File: src/timer8_defs.vh
/*
 * register offsets, field positions, reset values and codes for the 8-bit
 * timer with two compare channels. included by timer8_regs.v.
 */
`ifndef TIMER8_DEFS_VH
`define TIMER8_DEFS_VH

// register byte offsets on the axi4-lite bus
`define OFF_CTRL_B      12'h000
`define OFF_COUNT       12'h004
`define OFF_CMP_A       12'h008
`define OFF_CMP_B       12'h00c
`define OFF_IRQ_MASK    12'h010
`define OFF_IRQ_FLAGS   12'h014
`define OFF_CTRL_A      12'h018

// timer_control_b fields
`define CB_FORCE_A      7
`define CB_FORCE_B      6
`define CB_WAVE2        3
`define CB_CS_HI        2
`define CB_CS_LO        0

// timer_control_a fields (output modes and low wave bits)
`define CA_OMA_HI       7
`define CA_OMA_LO       6
`define CA_OMB_HI       5
`define CA_OMB_LO       4
`define CA_WAVE_HI      1
`define CA_WAVE_LO      0

// flag / mask bit positions
`define FLG_OVF         0
`define FLG_MA          1
`define FLG_MB          2

// reset values
`define RST_BYTE        8'h00
`define RST_FLAGS       3'h0

// counter limits
`define CNT_MAX         8'hff
`define CNT_BOTTOM      8'h00

// wave modes
`define WM_NORMAL       3'h0
`define WM_PC_FF        3'h1
`define WM_CTC          3'h2
`define WM_FAST_FF      3'h3
`define WM_PC_A         3'h5
`define WM_FAST_A       3'h7

// clock select codes
`define CS_STOP         3'h0
`define CS_DIV1         3'h1
`define CS_DIV8         3'h2
`define CS_DIV64        3'h3
`define CS_DIV256       3'h4
`define CS_DIV1024      3'h5
`define CS_EXT_FALL     3'h6
`define CS_EXT_RISE     3'h7

// prescaler tap masks
`define PS_MASK8        10'h007
`define PS_MASK64       10'h03f
`define PS_MASK256      10'h0ff
`define PS_MASK1024     10'h3ff

// output mode codes
`define OM_OFF          2'h0
`define OM_TOGGLE       2'h1
`define OM_CLEAR        2'h2
`define OM_SET          2'h3

// axi responses
`define RESP_OKAY       2'h0
`define RESP_SLVERR     2'h2
`endif

File: src/timer8_regs.v
/*
 * 8-bit timer/counter with two compare channels, overflow and compare flags,
 * interrupt mask and force-compare strobes, reached over axi4-lite.
 * assumes inputs synchronous to I_SYS_CLK, one write and one read at a time.
 */
`timescale 1ns/1ps
`include "timer8_defs.vh"

module timer8_regs
(
    // clock, reset, enable
    input  wire        I_SYS_CLK,
    input  wire        I_SYS_RST,
    input  wire        I_CLK_EN,
    // axi4-lite write address
    input  wire [11:0] I_AWADDR,
    input  wire        I_AWVALID,
    output reg         O_AWREADY,
    // axi4-lite write data
    input  wire [31:0] I_WDATA,
    input  wire [3:0]  I_WSTRB,
    input  wire        I_WVALID,
    output reg         O_WREADY,
    // axi4-lite write response
    output reg  [1:0]  O_BRESP,
    output reg         O_BVALID,
    input  wire        I_BREADY,
    // axi4-lite read address
    input  wire [11:0] I_ARADDR,
    input  wire        I_ARVALID,
    output reg         O_ARREADY,
    // axi4-lite read data
    output reg  [31:0] O_RDATA,
    output reg  [1:0]  O_RRESP,
    output reg         O_RVALID,
    input  wire        I_RREADY,
    // cpu side interrupt control
    input  wire        I_GLOBAL_IRQ_EN,
    input  wire        I_ACK_OVF,
    input  wire        I_ACK_MATCH_A,
    input  wire        I_ACK_MATCH_B,
    output reg         O_IRQ_OVF,
    output reg         O_IRQ_MATCH_A,
    output reg         O_IRQ_MATCH_B,
    // pins
    input  wire        I_EXT_COUNT_PIN,
    output reg         O_WAVE_OUT_A,
    output reg         O_WAVE_OUT_A_OE,
    output reg         O_WAVE_OUT_B,
    output reg         O_WAVE_OUT_B_OE
);

    // registers
    reg  [7:0] ctrl_a_r;
    reg        wave2_r;
    reg  [2:0] clk_sel_r;
    reg  [7:0] count_r;
    reg  [7:0] cmp_a_r;
    reg  [7:0] cmp_b_r;
    reg  [7:0] cmp_a_buf_r;
    reg  [7:0] cmp_b_buf_r;
    reg  [2:0] irq_mask_r;
    reg  [2:0] flags_r;
    reg        dir_down_r;
    reg        block_r;
    reg  [9:0] presc_r;
    reg        pin_s1_r;
    reg        pin_s2_r;
    reg        pin_s3_r;
    reg        wave_a_r;
    reg        wave_b_r;
    // bus state
    reg        aw_held_r;
    reg        w_held_r;
    reg [11:0] aw_addr_r;
    reg [31:0] w_data_r;
    reg  [3:0] w_strb_r;

    wire [2:0] wave_mode = {wave2_r, ctrl_a_r[`CA_WAVE_HI:`CA_WAVE_LO]};
    wire [1:0] om_a      = ctrl_a_r[`CA_OMA_HI:`CA_OMA_LO];
    wire [1:0] om_b      = ctrl_a_r[`CA_OMB_HI:`CA_OMB_LO];

    // non-pwm: normal, ctc and the reserved codes
    function is_pwm;
        input [2:0] m;
        begin
            is_pwm = (m == `WM_PC_FF) || (m == `WM_FAST_FF) || (m == `WM_PC_A) || (m == `WM_FAST_A);
        end
    endfunction

    // output action for a match in non-pwm mode
    function apply_om;
        input [1:0] om;
        input       cur;
        begin
            case (om)
                `OM_TOGGLE: apply_om = ~cur;
                `OM_CLEAR:  apply_om = 1'b0;
                `OM_SET:    apply_om = 1'b1;
                default:    apply_om = cur;
            endcase
        end
    endfunction

    wire       top_is_a  = (wave_mode == `WM_CTC) || (wave_mode == `WM_PC_A) || (wave_mode == `WM_FAST_A);
    wire [7:0] top_val   = top_is_a ? cmp_a_r : `CNT_MAX;
    wire       pwm       = is_pwm(wave_mode);
    wire       phase_cor = (wave_mode == `WM_PC_FF) || (wave_mode == `WM_PC_A);

    // counter clock enable
    reg tick;
    always @*
    begin
        case (clk_sel_r)
            `CS_DIV1:     tick = 1'b1;
            `CS_DIV8:     tick = (presc_r & `PS_MASK8) == `PS_MASK8;
            `CS_DIV64:    tick = (presc_r & `PS_MASK64) == `PS_MASK64;
            `CS_DIV256:   tick = (presc_r & `PS_MASK256) == `PS_MASK256;
            `CS_DIV1024:  tick = presc_r == `PS_MASK1024;
            `CS_EXT_FALL: tick = pin_s3_r & ~pin_s2_r;
            `CS_EXT_RISE: tick = ~pin_s3_r & pin_s2_r;
            default:      tick = 1'b0;
        endcase
    end

    // compare matches on counter clock, suppressed after a counter write
    wire match_a = tick & ~block_r & (count_r == cmp_a_r);
    wire match_b = tick & ~block_r & (count_r == cmp_b_r);

    // next count and overflow event
    reg  [7:0] count_nxt;
    reg        dir_nxt;
    reg        ovf_ev;
    always @*
    begin
        count_nxt = count_r;
        dir_nxt   = dir_down_r;
        ovf_ev    = 1'b0;
        if (tick)
        begin
            if (phase_cor)
            begin
                if (!dir_down_r && count_r >= top_val)
                begin
                    dir_nxt   = 1'b1;
                    count_nxt = count_r - 8'h01;
                end
                else if (dir_down_r && count_r == `CNT_BOTTOM)
                begin
                    dir_nxt   = 1'b0;
                    count_nxt = count_r + 8'h01;
                    ovf_ev    = 1'b1;
                end
                else
                    count_nxt = dir_down_r ? count_r - 8'h01 : count_r + 8'h01;
            end
            else if (top_is_a && count_r == top_val)
            begin
                count_nxt = `CNT_BOTTOM;
                // ctc flags overflow at max, fast pwm with compare a top at top
                ovf_ev    = (wave_mode == `WM_FAST_A) || (count_r == `CNT_MAX);
            end
            else
            begin
                count_nxt = count_r + 8'h01;
                ovf_ev    = (count_r == `CNT_MAX);
            end
        end
    end

    // bus write decode
    wire        wr_go   = aw_held_r & w_held_r & ~O_BVALID;
    wire        wr_ok   = (aw_addr_r == `OFF_CTRL_B) || (aw_addr_r == `OFF_COUNT) || (aw_addr_r == `OFF_CMP_A)
                          || (aw_addr_r == `OFF_CMP_B) || (aw_addr_r == `OFF_IRQ_MASK)
                          || (aw_addr_r == `OFF_IRQ_FLAGS) || (aw_addr_r == `OFF_CTRL_A);
    wire        wr_b0   = wr_go & w_strb_r[0];
    wire [7:0]  wd      = w_data_r[7:0];
    wire        wr_cb   = wr_b0 && (aw_addr_r == `OFF_CTRL_B);
    wire        wr_cnt  = wr_b0 && (aw_addr_r == `OFF_COUNT);
    wire        wr_flg  = wr_b0 && (aw_addr_r == `OFF_IRQ_FLAGS);
    wire        force_a = wr_cb & wd[`CB_FORCE_A] & ~pwm;
    wire        force_b = wr_cb & wd[`CB_FORCE_B] & ~pwm;

    // flags: set wins over clear; forced compares excluded
    wire [2:0] flag_set = {match_b, match_a, ovf_ev};
    wire [2:0] flag_clr = (wr_flg ? wd[`FLG_MB:`FLG_OVF] : 3'h0)
                          | {I_ACK_MATCH_B, I_ACK_MATCH_A, I_ACK_OVF};
    wire [2:0] flags_nxt = (flags_r & ~flag_clr) | flag_set;

    // read mux
    reg [7:0] rd_byte;
    reg       rd_ok;
    always @*
    begin
        rd_ok = 1'b1;
        if (I_ARADDR == `OFF_CTRL_B)
            rd_byte = {2'h0, 2'h0, wave2_r, clk_sel_r};
        else if (I_ARADDR == `OFF_COUNT)
            rd_byte = count_r;
        else if (I_ARADDR == `OFF_CMP_A)
            rd_byte = cmp_a_buf_r;
        else if (I_ARADDR == `OFF_CMP_B)
            rd_byte = cmp_b_buf_r;
        else if (I_ARADDR == `OFF_IRQ_MASK)
            rd_byte = {5'h00, irq_mask_r};
        else if (I_ARADDR == `OFF_IRQ_FLAGS)
            rd_byte = {5'h00, flags_r};
        else if (I_ARADDR == `OFF_CTRL_A)
            rd_byte = {ctrl_a_r[`CA_OMA_HI:`CA_OMB_LO], 2'h0, ctrl_a_r[`CA_WAVE_HI:`CA_WAVE_LO]};
        else
        begin
            rd_byte = `RST_BYTE;
            rd_ok   = 1'b0;
        end
    end

    // buffered compare update at top in pwm modes
    wire at_top = tick & (count_r == top_val);
    wire upd_cmp = ~pwm | at_top;

    always @(posedge I_SYS_CLK)
    begin
        if (I_SYS_RST)
        begin
            ctrl_a_r        <= `RST_BYTE;
            wave2_r         <= 1'b0;
            clk_sel_r       <= `CS_STOP;
            count_r         <= `RST_BYTE;
            cmp_a_r         <= `RST_BYTE;
            cmp_b_r         <= `RST_BYTE;
            cmp_a_buf_r     <= `RST_BYTE;
            cmp_b_buf_r     <= `RST_BYTE;
            irq_mask_r      <= `RST_FLAGS;
            flags_r         <= `RST_FLAGS;
            dir_down_r      <= 1'b0;
            block_r         <= 1'b0;
            presc_r         <= 10'h000;
            pin_s1_r        <= 1'b0;
            pin_s2_r        <= 1'b0;
            pin_s3_r        <= 1'b0;
            wave_a_r        <= 1'b0;
            wave_b_r        <= 1'b0;
            aw_held_r       <= 1'b0;
            w_held_r        <= 1'b0;
            aw_addr_r       <= 12'h000;
            w_data_r        <= 32'h0000_0000;
            w_strb_r        <= 4'h0;
            O_AWREADY       <= 1'b0;
            O_WREADY        <= 1'b0;
            O_BVALID        <= 1'b0;
            O_BRESP         <= `RESP_OKAY;
            O_ARREADY       <= 1'b0;
            O_RVALID        <= 1'b0;
            O_RDATA         <= 32'h0000_0000;
            O_RRESP         <= `RESP_OKAY;
            O_IRQ_OVF       <= 1'b0;
            O_IRQ_MATCH_A   <= 1'b0;
            O_IRQ_MATCH_B   <= 1'b0;
            O_WAVE_OUT_A    <= 1'b0;
            O_WAVE_OUT_A_OE <= 1'b0;
            O_WAVE_OUT_B    <= 1'b0;
            O_WAVE_OUT_B_OE <= 1'b0;
        end
        else if (I_CLK_EN)
        begin
            presc_r  <= presc_r + 10'h001;
            pin_s1_r <= I_EXT_COUNT_PIN;
            pin_s2_r <= pin_s1_r;
            pin_s3_r <= pin_s2_r;

            // write channels, taken in either order
            O_AWREADY <= ~aw_held_r & ~O_AWREADY & I_AWVALID;
            O_WREADY  <= ~w_held_r & ~O_WREADY & I_WVALID;
            if (O_AWREADY & I_AWVALID)
            begin
                aw_held_r <= 1'b1;
                aw_addr_r <= {I_AWADDR[11:2], 2'h0};
            end
            if (O_WREADY & I_WVALID)
            begin
                w_held_r <= 1'b1;
                w_data_r <= I_WDATA;
                w_strb_r <= I_WSTRB;
            end
            if (wr_go)
            begin
                aw_held_r <= 1'b0;
                w_held_r  <= 1'b0;
                O_BVALID  <= 1'b1;
                O_BRESP   <= wr_ok ? `RESP_OKAY : `RESP_SLVERR;
            end
            else if (O_BVALID & I_BREADY)
                O_BVALID <= 1'b0;

            // read channel
            O_ARREADY <= ~O_ARREADY & ~O_RVALID & I_ARVALID;
            if (O_ARREADY & I_ARVALID)
            begin
                O_RVALID <= 1'b1;
                O_RDATA  <= {24'h000000, rd_byte};
                O_RRESP  <= rd_ok ? `RESP_OKAY : `RESP_SLVERR;
            end
            else if (O_RVALID & I_RREADY)
                O_RVALID <= 1'b0;

            // register writes
            if (wr_b0 && aw_addr_r == `OFF_CTRL_A)
                ctrl_a_r <= {wd[`CA_OMA_HI:`CA_OMB_LO], 2'h0, wd[`CA_WAVE_HI:`CA_WAVE_LO]};
            if (wr_cb)
            begin
                wave2_r   <= wd[`CB_WAVE2];
                clk_sel_r <= wd[`CB_CS_HI:`CB_CS_LO];
            end
            if (wr_b0 && aw_addr_r == `OFF_CMP_A)
                cmp_a_buf_r <= wd;
            if (wr_b0 && aw_addr_r == `OFF_CMP_B)
                cmp_b_buf_r <= wd;
            if (wr_b0 && aw_addr_r == `OFF_IRQ_MASK)
                irq_mask_r <= wd[`FLG_MB:`FLG_OVF];
            if (upd_cmp)
            begin
                cmp_a_r <= cmp_a_buf_r;
                cmp_b_r <= cmp_b_buf_r;
            end

            // counter
            if (wr_cnt)
            begin
                count_r <= wd;
                block_r <= 1'b1;
            end
            else
            begin
                count_r <= count_nxt;
                if (tick)
                    block_r <= 1'b0;
            end
            dir_down_r <= dir_nxt;
            flags_r    <= flags_nxt;

            // waveform generation
            if (!pwm)
            begin
                if (force_a | match_a)
                    wave_a_r <= apply_om(om_a, wave_a_r);
                if (force_b | match_b)
                    wave_b_r <= apply_om(om_b, wave_b_r);
            end
            else if (phase_cor)
            begin
                if (match_a)
                    wave_a_r <= om_a[0] ^ dir_down_r;
                if (match_b)
                    wave_b_r <= om_b[0] ^ dir_down_r;
            end
            else
            begin
                if (match_a)
                    wave_a_r <= om_a[0];
                else if (at_top)
                    wave_a_r <= ~om_a[0];
                if (match_b)
                    wave_b_r <= om_b[0];
                else if (at_top)
                    wave_b_r <= ~om_b[0];
            end
            O_WAVE_OUT_A    <= wave_a_r;
            O_WAVE_OUT_A_OE <= om_a != `OM_OFF;
            O_WAVE_OUT_B    <= wave_b_r;
            O_WAVE_OUT_B_OE <= om_b != `OM_OFF;

            // interrupt requests
            O_IRQ_MATCH_B <= irq_mask_r[`FLG_MB] & I_GLOBAL_IRQ_EN & flags_nxt[`FLG_MB];
            O_IRQ_MATCH_A <= irq_mask_r[`FLG_MA] & I_GLOBAL_IRQ_EN & flags_nxt[`FLG_MA];
            O_IRQ_OVF     <= irq_mask_r[`FLG_OVF] & I_GLOBAL_IRQ_EN & flags_nxt[`FLG_OVF];
        end
    end

endmodule

File: config.mk
export PLATFORM = sky130hd
export DESIGN_NAME = timer8_regs
export DESIGN_NICKNAME = d
export VERILOG_FILES = /design/src/timer8_regs.v
export VERILOG_INCLUDE_DIRS = /design/src
export SDC_FILE = /design/constraint.sdc
export NUM_CORES = 1
export LEC_CHECK = 0
export ABC_AREA = 1
export BUFFER_PORTS_ARGS = -buffer_cell sky130_fd_sc_hd__buf_2
export CAP_MARGIN = 20
export CORE_MARGIN = 3
export CORE_UTILIZATION = 55
export DETAILED_ROUTE_END_ITERATION = 12
export GPL_TIMING_DRIVEN = 0
export PLACE_DENSITY_LB_ADDON = 0.05
export RECOVER_POWER = 50
export REMOVE_ABC_BUFFERS = 1
export SLEW_MARGIN = 10
export SYNTH_ARGS = -nofsm -noshare
export SYNTH_HDL_FRONTEND = slang
export SYNTH_SLANG_ARGS = --single-unit
File: constraint.sdc
create_clock -name I_SYS_CLK -period 2.79 [get_ports I_SYS_CLK]
set_input_delay 0.279 -clock I_SYS_CLK [delete_from_list [all_inputs] [get_ports I_SYS_CLK]]
set_output_delay 0.279 -clock I_SYS_CLK [all_outputs]
set_load 0.01 [all_outputs]
==> results.tsv, run 1 <==
metric	value	unit
clk buf depth	2	
width of the die	113	um
max-slew violations	0	
Worst R2R Start	ctrl_a_r[0]$_SDFFE_PP0P_	
root buf cell	clkbuf_16	
startpoint types	flip-flop	
Post-synth EDFFs	0	
cell count after placement	1040	
worst hold-check path type	primary input to flip-flop	
fmax	397	MHz
pin count of the biggest net entering global routing	60	
combinational share of power	0.061	
Pwr Density	552	mW/mm^2
leak pwr	0.00281	uW
r2r setup slk	270	ps
Final Hold Violating Endpoints	0	
Via Count	5909	
Initial Util	0.570	
first-pass GRT wire length	26500	um
Pint	2980	uW
synth unique cells	46	
CP max-delay cell	dfxtp_4	
Least-Margin Pin Slew	998	ps
Num Clock Sinks	116	
critical path data required time	3130	ps
WHS Path Cells	3	
# Max-Cap Violations	0	
Clock Latency Late Sink	410	ps
Row Count	38	
Post-Synth Simple-Gate Area	0.227	
r2r endpoint	count_r[4]$_SDFFE_PP0P_	
DR iter-0 viols	411	
Final ANT Viol Nets	0	
PortBufs	65	
final setup margin	272	ps
Worst Setup End Kind	flip-flop	
io pins	121	
fin crit period	2520	ps
WHS Endpoint	pin_s1_r$_SDFFE_PP0P_	
utilization after layout	0.637	
delay-heaviest family, CP	simple AND/OR/NAND/NOR gates	
Worst Skew	5.96	ps
Die Area	0.0127	mm^2
crit path DAT	2860	ps
NumNets Final	1007	
Yosys warnings	0	
worst-path fanout max	12	
synthesized flop and latch total	116	
share of cells above drive strength 1	0.120	
clock network fraction of total power	0.494	
CP max stage delay	390	ps
clock slew at reported path FFs	50	ps
most frequent cells in the layout	dfxtp_1, nor2_1, a21oi_1	
Pwr Total	3860	uW
most common cell after layout, fill and taps aside	dfxtp_1	
Final Routed Wirelength	16300	um
crit path cell chain	nor2_1 > nand2_1 > nand2_1 > inv_2 > or2_2 > ha_1 > nand2_1 > nor3_4 > nor2_1 > nand2_2 > inv_2 > nand2_2 > nand3_4 > a21oi_1 > o21ai_1 > a21oi_1	
1st-pass router iterations	5	
most frequent CP cell	nand2_1	
RSZ-0062 raised after global routing	false	
Via density	5.52	
fin cells	1070	
H-tree depth	4	
Synth Area in Compound Gates	0.212	
Top FF cell, synth	dfxtp_1	
xor-xnor portion of the synthesized cell area	0.0392	
mux share of post-synthesis cell area	0	
ys async rst share	0	
# fillers	1026	
Critical Path Source	ctrl_a_r[0]$_SDFFE_PP0P_	
placed cell area	0.00648	mm^2
Peak supply drop	499	uV
final setup fails	0	
hold path startpoint	I_EXT_COUNT_PIN	
# hold bufs at CTS	0	
largest family of logic cells by synthesized area	simple AND/OR/NAND/NOR gates	
Area Overhead vs Synth	11.9	%
R2R cell count	16	
GRT overflow	0	
Mapped Area	0.00626	mm^2
adder-cell area share of the yosys netlist	0.0280	
vias in the first global route	5389	
post-synthesis sequential area ratio	0.371	
CTS tree	done	
CTS Buf Count	17	
Antenna diodes	0	
Overall Global Routing Usage	0.261	
CP Buf/Inv Count	2	
sw frac	0.230	
worst slack, placed	-136	ps
syn_area_per_cell	7.19	um^2
initial antenna violation count	0	
routability cong.	0.949	
drt wl/cell	15.3	um
hpwl dp	11900	um
Switching Power	887	uW
CP Class	flip-flop to flip-flop	
Slew HR	0.335	
status	finished clean	
Cells after Synth	870	
DRC viols	0	
Sequential Power Share	0.445	
core area	0.0110	mm^2
final instance area	0.00700	mm^2
Die Ht	113	um
period utilization	0.902	
cells by family after synthesis:
| family | after synthesis |
|---|---|
| xor+xnor | 28 |
| compound gates | 242 |
| flops | 116 |
| other cells | 1 |
| simple gates | 309 |
| buf+inv | 160 |
| fa+ha+maj | 14 |
flip-flops by register name, summed over array words and instances (netlist names), 3 cells and up:
register and flops:
count_r 8, aw_addr_r 10, presc_r 10, O_RDATA 8
clk_sel_r 3, irq_mask_r 3, cmp_a_r 8, ctrl_a_r 6
cmp_b_r 8, cmp_a_buf_r 8, flags_r 3, w_data_r 8
cmp_b_buf_r 8
synthesized netlist by cell type (15+ instances only):
cell      number  area share
nor2_1       108       0.065
nand3_1       39       0.031
dfxtp_1      116        0.37
a21oi_1      102       0.082
buf_4         33       0.040
nor3_1        15       0.012
nand4_1       16       0.016
inv_1         90       0.054
o21ai_0       82       0.066
xnor2_1       19       0.027
nand2_1      100       0.060
a211oi_1      23       0.028
how the worst max path moves through the flow:
| stage | end | cells after the start |
|---|---|---|
| finish | count_r[4]$_SDFFE_PP0P_ | 16 |
| global route | cmp_b_r[3]$_SDFFE_PP0P_ | 17 |
| CTS | count_r[4]$_SDFFE_PP0P_ | 16 |
| detailed placement | count_r[1]$_SDFFE_PP0P_ | 16 |
| global placement | count_r[0]$_SDFFE_PP0P_ | 12 |
| floorplan | count_r[1]$_SDFFE_PP0P_ | 16 |
stage by stage:
stage	TNS, ps	hold WS (ps)
2_1_floorplan	0	348
3_3_place_gp	-704	441
3_5_place_dp	-788	443
4_1_cts	0	94.2
5_1_grt	0	135
6_report	0	100
area by class of cell:
| type | count | area (um^2) | area share |
|---|---|---|---|
| multi-input cells | 619 | 3270 | 0.468 |
| clock inverters | 5 | 27.5 | 0.00393 |
| well taps | 140 | 175 | 0.0250 |
| clock buffers | 24 | 492 | 0.0703 |
| flip-flops and latches | 116 | 2330 | 0.332 |
| inverters | 99 | 379 | 0.0542 |
| repair buffers | 67 | 325 | 0.0465 |
worst reg2reg max path, cell delays in order (launching register included):
cell and delay (ps):
dfxtp_4 390, nor2_1 100, nand2_1 60, nand2_1 120
inv_2 90, or2_2 290, ha_1 280, nand2_1 70
nor3_4 190, nor2_1 80, nand2_2 100, inv_2 60
nand2_2 70, nand3_4 130, a21oi_1 220, o21ai_1 90
a21oi_1 110
power by group through the flow:
stage,registers [uW],logic [uW],clock network [uW]
final,1720,236,1910
after global placement,1750,226,0
after CTS,1720,237,1940
after global routing,1720,266,2020
after floorplan,1750,136,0
after detailed placement,1750,236,0
metal layers:
| metal | GRT usage | share of wire | up-vias |
|---|---|---|---|
| met3 | 0.0491 | 0.057 | 33 |
| li1 | - | - | 2963 |
| met1 | 0.343 | 0.44 | 2725 |
| met4 | 0.104 | 0.024 | 0 |
| met5 | 0 | 0 | - |
| met2 | 0.425 | 0.47 | 188 |
timing repair:
action,CTS,global route
pin swaps,0,1
gates resized for setup,2,6
buffers inserted,0,1
endpoints found under the setup margin,7,8
(Power assumes the default switching activity.)
==> run 2, diff against run 1 <==
- SETUP_SLACK_MARGIN: default -> 0.5
==> run 2 against run 1 <==
  * Register-to-register slack improved by 120 ps
  * Die area did not move
  * Setup slack improved by 120 ps
  * Clock skew rose by 0.59 ps
  * Total power rose by 0.63%
  * Clock power barely moved
  * Largest cell class unchanged
  * Sequential cell count did not move
  * Core utilization rose by 2.5 points
  * Global-route usage rose by 0.76 points
  * Highest routed layer unchanged
  * Wire length rose by 5.6%
  * Via count rose by 2.1%
  * Cell area rose by 4.0%
==> results.tsv, run 2 (same netlist as run 1, synthesis figures left out) <==
metric	value	unit	change
vias in the first global route	5510		+2.2%
core area	0.0110	mm^2	unchanged
io pins	121		unchanged
final setup fails	0		unchanged
max-slew violations	0		unchanged
Num Clock Sinks	116		unchanged
# hold bufs at CTS	0		unchanged
# fillers	1010		-1.6%
period utilization	0.861		-0.0418
crit path DAT	2740	ps	-120 ps
Via density	5.57		+0.89%
routability cong.	0.949		unchanged
Critical Path End	cmp_a_r[3]$_SDFFE_PP0P_		
status	finished clean		
Final Hold Violating Endpoints	0		unchanged
GRT overflow	0		unchanged
Worst Setup End Kind	flip-flop		
pin count of the biggest net entering global routing	60		unchanged
met2 wire len	8170	um	+5.3%
Slew HR	0.253		-0.0819
Overall Global Routing Usage	0.269		+0.00759
Initial Util	0.570		unchanged
Antenna diodes	0		unchanged
Area Overhead vs Synth	16.3	%	
H-tree depth	4		unchanged
clock slew at reported path FFs	50	ps	about the same
final instance area	0.00728	mm^2	+4.0%
leak pwr	0.00291	uW	+3.5%
DR iter-0 viols	420		+2.2%
most common cell after layout, fill and taps aside	dfxtp_1		
Via Count	6034		+2.1%
Die Ht	113	um	unchanged
width of the die	113	um	unchanged
Row Count	38		unchanged
fin cells	1083		+1.2%
largest registers	aw_addr_r (10), presc_r (10)		
WHS	99.2	ps	-0.849 ps
root buf cell	clkbuf_16		
PortBufs	65		unchanged
Final ANT Viol Nets	0		unchanged
hpwl dp	11900	um	unchanged
Die Area	0.0127	mm^2	unchanged
most frequent cells in the layout	dfxtp_1, nor2_1, a21oi_1		
Worst R2R Start	wave2_r$_SDFFE_PP0P_		
# Max-Cap Violations	0		unchanged
1st-pass router iterations	7		+2
worst hold-check path type	primary input to flip-flop		
critical path data required time	3130	ps	about the same
Clock Latency Late Sink	410	ps	about the same
CTS Buf Count	17		unchanged
NumNets Final	1020		+1.3%
R2R cell count	15		-1
Worst Skew	6.56	ps	+0.593 ps
Least-Margin Pin Slew	1120	ps	+123 ps
worst-path fanout max	8		-4
Pwr Total	3890	uW	+0.63%
clk buf depth	2		unchanged
DRC viols	0		unchanged
cell count after placement	1040		unchanged
met3 routed WL	1170	um	+24%
first-pass GRT wire length	27200	um	+2.8%
fmax	417	MHz	+4.9%
RSZ-0062 raised after global routing	true		
M1 WL	7470	um	+2.9%
r2r endpoint	cmp_a_r[3]$_SDFFE_PP0P_		
fin crit period	2400	ps	-117 ps
drt wl/cell	15.9	um	+4.4%
Critical Path Source	wave2_r$_SDFFE_PP0P_		
share of cells above drive strength 1	0.163		+0.0429
initial antenna violation count	0		unchanged
startpoint types	flip-flop		
r2r setup slk	390	ps	+120 ps
CP Class	flip-flop to flip-flop		
placed cell area	0.00648	mm^2	unchanged
Max Used Layer	met4		
Final Routed Wirelength	17300	um	+5.6%
Peak supply drop	507	uV	+1.5%
Pwr Density	534	mW/mm^2	-3.2%
CTS tree	done		
## run 2: critical path, cell delays in order, from the launching register on
cell and delay, ps:
dfxtp_4 340, nor2_1 100, nand2_1 70, nand2_2 100, inv_4 60, or2_4 240
ha_4 270, nand2_4 40, nor3_4 240, buf_6 150, nand2_2 60, nand2_4 150
nand2_8 140, clkinv_8 120, o21ai_1 70, a21oi_1 150
## run 2: worst min-delay path by stage
stage | start | end | slack [ps] | depth (start not counted)
finish | I_EXT_COUNT_PIN | pin_s1_r$_SDFFE_PP0P_ | 100 | 3
global route | I_EXT_COUNT_PIN | pin_s1_r$_SDFFE_PP0P_ | 140 | 3
CTS | I_EXT_COUNT_PIN | pin_s1_r$_SDFFE_PP0P_ | 90 | 3
detailed placement | aw_addr_r[11]$_SDFFE_PP0P_ | aw_addr_r[11]$_SDFFE_PP0P_ | 440 | 2
global placement | aw_addr_r[10]$_SDFFE_PP0P_ | aw_addr_r[10]$_SDFFE_PP0P_ | 440 | 2
floorplan | I_SYS_RST | O_ARREADY$_SDFFE_PP0P_ | 350 | 1
## run 2: final cells by class
class / count / area, um^2 / area share
clock inverter: 5 / 27.5 / 0.00378
multi-input combinational: 621 / 3440 / 0.473
timing repair inverter: 3 / 36.3 / 0.00499
inverter: 99 / 387 / 0.0531
tap: 140 / 175 / 0.0241
clock buffer: 24 / 492 / 0.0676
timing repair buffer: 75 / 389 / 0.0535
sequential: 116 / 2330 / 0.320
## run 2: metrics by stage
stage           util  worst slack (ps)  setup TNS, ps
2_1_floorplan      -               365              0
3_3_place_gp   0.589              -127           -704
3_5_place_dp   0.590              -136           -788
4_1_cts        0.650               439              0
5_1_grt        0.663               194              0
6_report       0.663               389              0
## run 2: report_power, final
group	total [uW]	switching (uW)	internal [uW]
registers	1720	24.6	1690
clock network	1920	713	1200
logic	252	171	80.9
## run 2: repair_timing
item,in CTS,in global routing
resized for setup,20,46
pin swaps,4,21
buffers inserted,6,3
gates cloned,3,2
setup endpoints to repair,29,29
## run 2: per-layer routing
| layer | vias to the layer above | GRT usage |
|---|---|---|
| met1 | 2790 | 0.356 |
| li1 | 2998 | - |
| met5 | - | 0 |
| met3 | 38 | 0.0501 |
| met4 | 0 | 0.107 |
| met2 | 208 | 0.434 |
==> run 3, diff against run 2 <==
- CELL_PAD_IN_SITES_DETAIL_PLACEMENT: default -> 0
- CELL_PAD_IN_SITES_GLOBAL_PLACEMENT: default -> 2
- CORE_UTILIZATION: 55 -> 31
==> run 3 against run 2 <==
  * Sequential cell count did not move
  * Core utilization is 28 points lower
  * Hold slack got worse by 11 ps
  * Cell area increased by 3.1%
  * Final cell count increased by 12%
  * Largest cell class unchanged
  * Largest power group unchanged
  * Highest routed layer unchanged
==> results.tsv, run 3 (same netlist as run 1, synthesis figures left out) <==
metric	value	unit	change
met3 routed WL	694	um	-40%
Pint	3130	uW	+5.0%
r2r endpoint	O_IRQ_OVF$_SDFFE_PP0P_		
routability cong.	0.876		-7.7%
largest registers	aw_addr_r (10), presc_r (10)		
WHS	88.4	ps	-10.9 ps
Initial Util	0.318		-0.251
R2R cell count	16		+1
initial antenna violation count	0		unchanged
root buf cell	clkbuf_16		
hpwl dp	14100	um	+19%
core area	0.0197	mm^2	+79%
width of the die	148	um	+31%
RSZ-0062 raised after global routing	true		
1st-pass router iterations	5		-2
hold path startpoint	I_EXT_COUNT_PIN		
sw frac	0.246		+0.0126
worst hold-check path type	primary input to flip-flop		
Final Routed Wirelength	19800	um	+15%
Antenna diodes	0		unchanged
most frequent cells in the layout	dfxtp_1, nor2_1, a21oi_1		
Worst Skew	9.64	ps	+3.08 ps
Via density	4.86		-13%
combinational share of power	0.061		-0.004
clock network fraction of total power	0.526		+0.033
NumNets Final	1024		+0.39%
startpoint types	flip-flop		
vias in the first global route	5550		+0.73%
Via Count	5905		-2.1%
DRC viols	0		unchanged
clock slew at reported path FFs	60	ps	about the same
critical path data required time	3130	ps	about the same
final instance area	0.00751	mm^2	+3.1%
utilization after layout	0.382		-0.281
worst-path fanout max	8		unchanged
Final Hold Violating Endpoints	0		unchanged
M1 WL	9350	um	+25%
crit path DAT	2810	ps	+70 ps
most common cell after layout, fill and taps aside	dfxtp_1		
Worst R2R Start	ctrl_a_r[0]$_SDFFE_PP0P_		
Least-Margin Pin Slew	1060	ps	-59.0 ps
max-slew violations	0		unchanged
Area Overhead vs Synth	20.0	%	
period utilization	0.885		+0.0243
status	finished clean		
H-tree depth	4		unchanged
fmax	405	MHz	-2.7%
crit path cell chain	nor2_2 > nand2_1 > nand2_2 > inv_4 > or2_4 > ha_4 > nand2_4 > nor3_4 > buf_6 > buf_6 > nand3_2 > o211ai_1 > nand2_1 > o31ai_4 > nand3b_1 > a21oi_1		
CP Class	flip-flop to flip-flop		
DR iter-0 viols	271		-35%
PortBufs	65		unchanged
fin crit period	2470	ps	+67.7 ps
drt wl/cell	16.3	um	+2.1%
GRT overflow	0		unchanged
final setup fails	0		unchanged
Die Ht	148	um	+31%
clk buf depth	2		unchanged
CP max stage delay	360	ps	+20 ps
CP max-delay cell	dfxtp_4		
pin count of the biggest net entering global routing	48		-20%
Clock Latency Late Sink	420	ps	about the same
placed cell area	0.00664	mm^2	+2.4%
CTS Buf Count	17		unchanged
final setup margin	321	ps	-67.7 ps
Worst Setup End Kind	flip-flop		
first-pass GRT wire length	30500	um	+12%
Slew HR	0.292		+0.0394
Overall Global Routing Usage	0.180		-0.0889
met2 wire len	9390	um	+15%
Row Count	51		+34%
Max Used Layer	met4		
leak pwr	0.00298	uW	+2.3%
worst slack, placed	-291	ps	-155 ps
Sequential Power Share	0.413		-0.029
Die Area	0.0219	mm^2	+73%
WHS Endpoint	pin_s1_r$_SDFFE_PP0P_		
# Max-Cap Violations	0		unchanged
io pins	121		unchanged
r2r setup slk	320	ps	-70 ps
Pwr Density	553	mW/mm^2	+3.5%
Switching Power	1020	uW	+13%
CTS tree	done		
WHS Path Cells	3		unchanged
Final ANT Viol Nets	0		unchanged
share of cells above drive strength 1	0.172		+0.00827
Num Clock Sinks	116		unchanged
Peak supply drop	412	uV	-19%
[run 3: cell types whose count changed in the layout (fill, tap and decap cells not counted), sizes merged]
cell      before  now
clkinvlp       1    3
clkinv         6    8
clkbuf        48   42
nand2        107  106
inv          100  102
bufinv         0    2
buf           51   57
[run 3: layout make-up]
type / count / area [um^2]
multi-input cells: 620 / 3410
fillers: 2190 / 12100
clock buffers: 19 / 453
repair buffers: 80 / 437
repair inverters: 3 / 26.3
inverters: 99 / 382
clock inverters: 13 / 134
well taps: 265 / 332
flip-flops and latches: 116 / 2330
[run 3: what timing repair did]
item	in CTS	in global routing
hold buffers	0	0
endpoints found under the hold margin	0	0
pin swaps	16	12
setup buffers	6	8
setup endpoints to repair	29	32
gates resized for setup	39	25
gates cloned	4	0
[run 3: per-stage QoR]
step / total power, uW / TNS (ps) / cells
floorplan: 1890 / 0 / 834
global placement: 1990 / -9180 / 1164
detailed placement: 2000 / -2090 / 1165
CTS: 4200 / 0 / 1207
global route: 4310 / 0 / 1215
finish: 4150 / 0 / 1215
[run 3: critical path, delay by kind of cell (launching register included)]
family          cells  cell delay (ps)
compound gates      3              390
fa+ha+maj           1              270
buf+inv             3              300
flops               1              360
simple gates        9             1050
[run 3: worst max path at each step]
stage	cells after the start	slack, ps	from	endpoint
final	16	320	ctrl_a_r[0]$_SDFFE_PP0P_	O_IRQ_OVF$_SDFFE_PP0P_
after global routing	18	180	ctrl_a_r[0]$_SDFFE_PP0P_	flags_r[0]$_SDFFE_PP0P_
after detailed placement	16	-290	ctrl_a_r[0]$_SDFFE_PP0P_	count_r[1]$_SDFFE_PP0P_
after CTS	17	330	ctrl_a_r[0]$_SDFFE_PP0P_	O_IRQ_OVF$_SDFFE_PP0P_
after floorplan	16	360	ctrl_a_r[0]$_SDFFE_PP0P_	count_r[1]$_SDFFE_PP0P_
after global placement	16	-270	ctrl_a_r[0]$_SDFFE_PP0P_	count_r[1]$_SDFFE_PP0P_
[run 3: power groups by stage]
stage / Clock [uW] / Combinational, uW / Sequential, uW
floorplan: 0 / 136 / 1750
global placement: 0 / 241 / 1750
detailed placement: 0 / 247 / 1750
CTS: 2230 / 254 / 1710
global route: 2310 / 283 / 1720
finish: 2180 / 252 / 1720
[run 3: per-layer routing]
layer,vias up,GRT usage
met4,0,0.0564
met2,123,0.294
met1,2752,0.242
li1,3007,-
met5,-,0
met3,23,0.0326
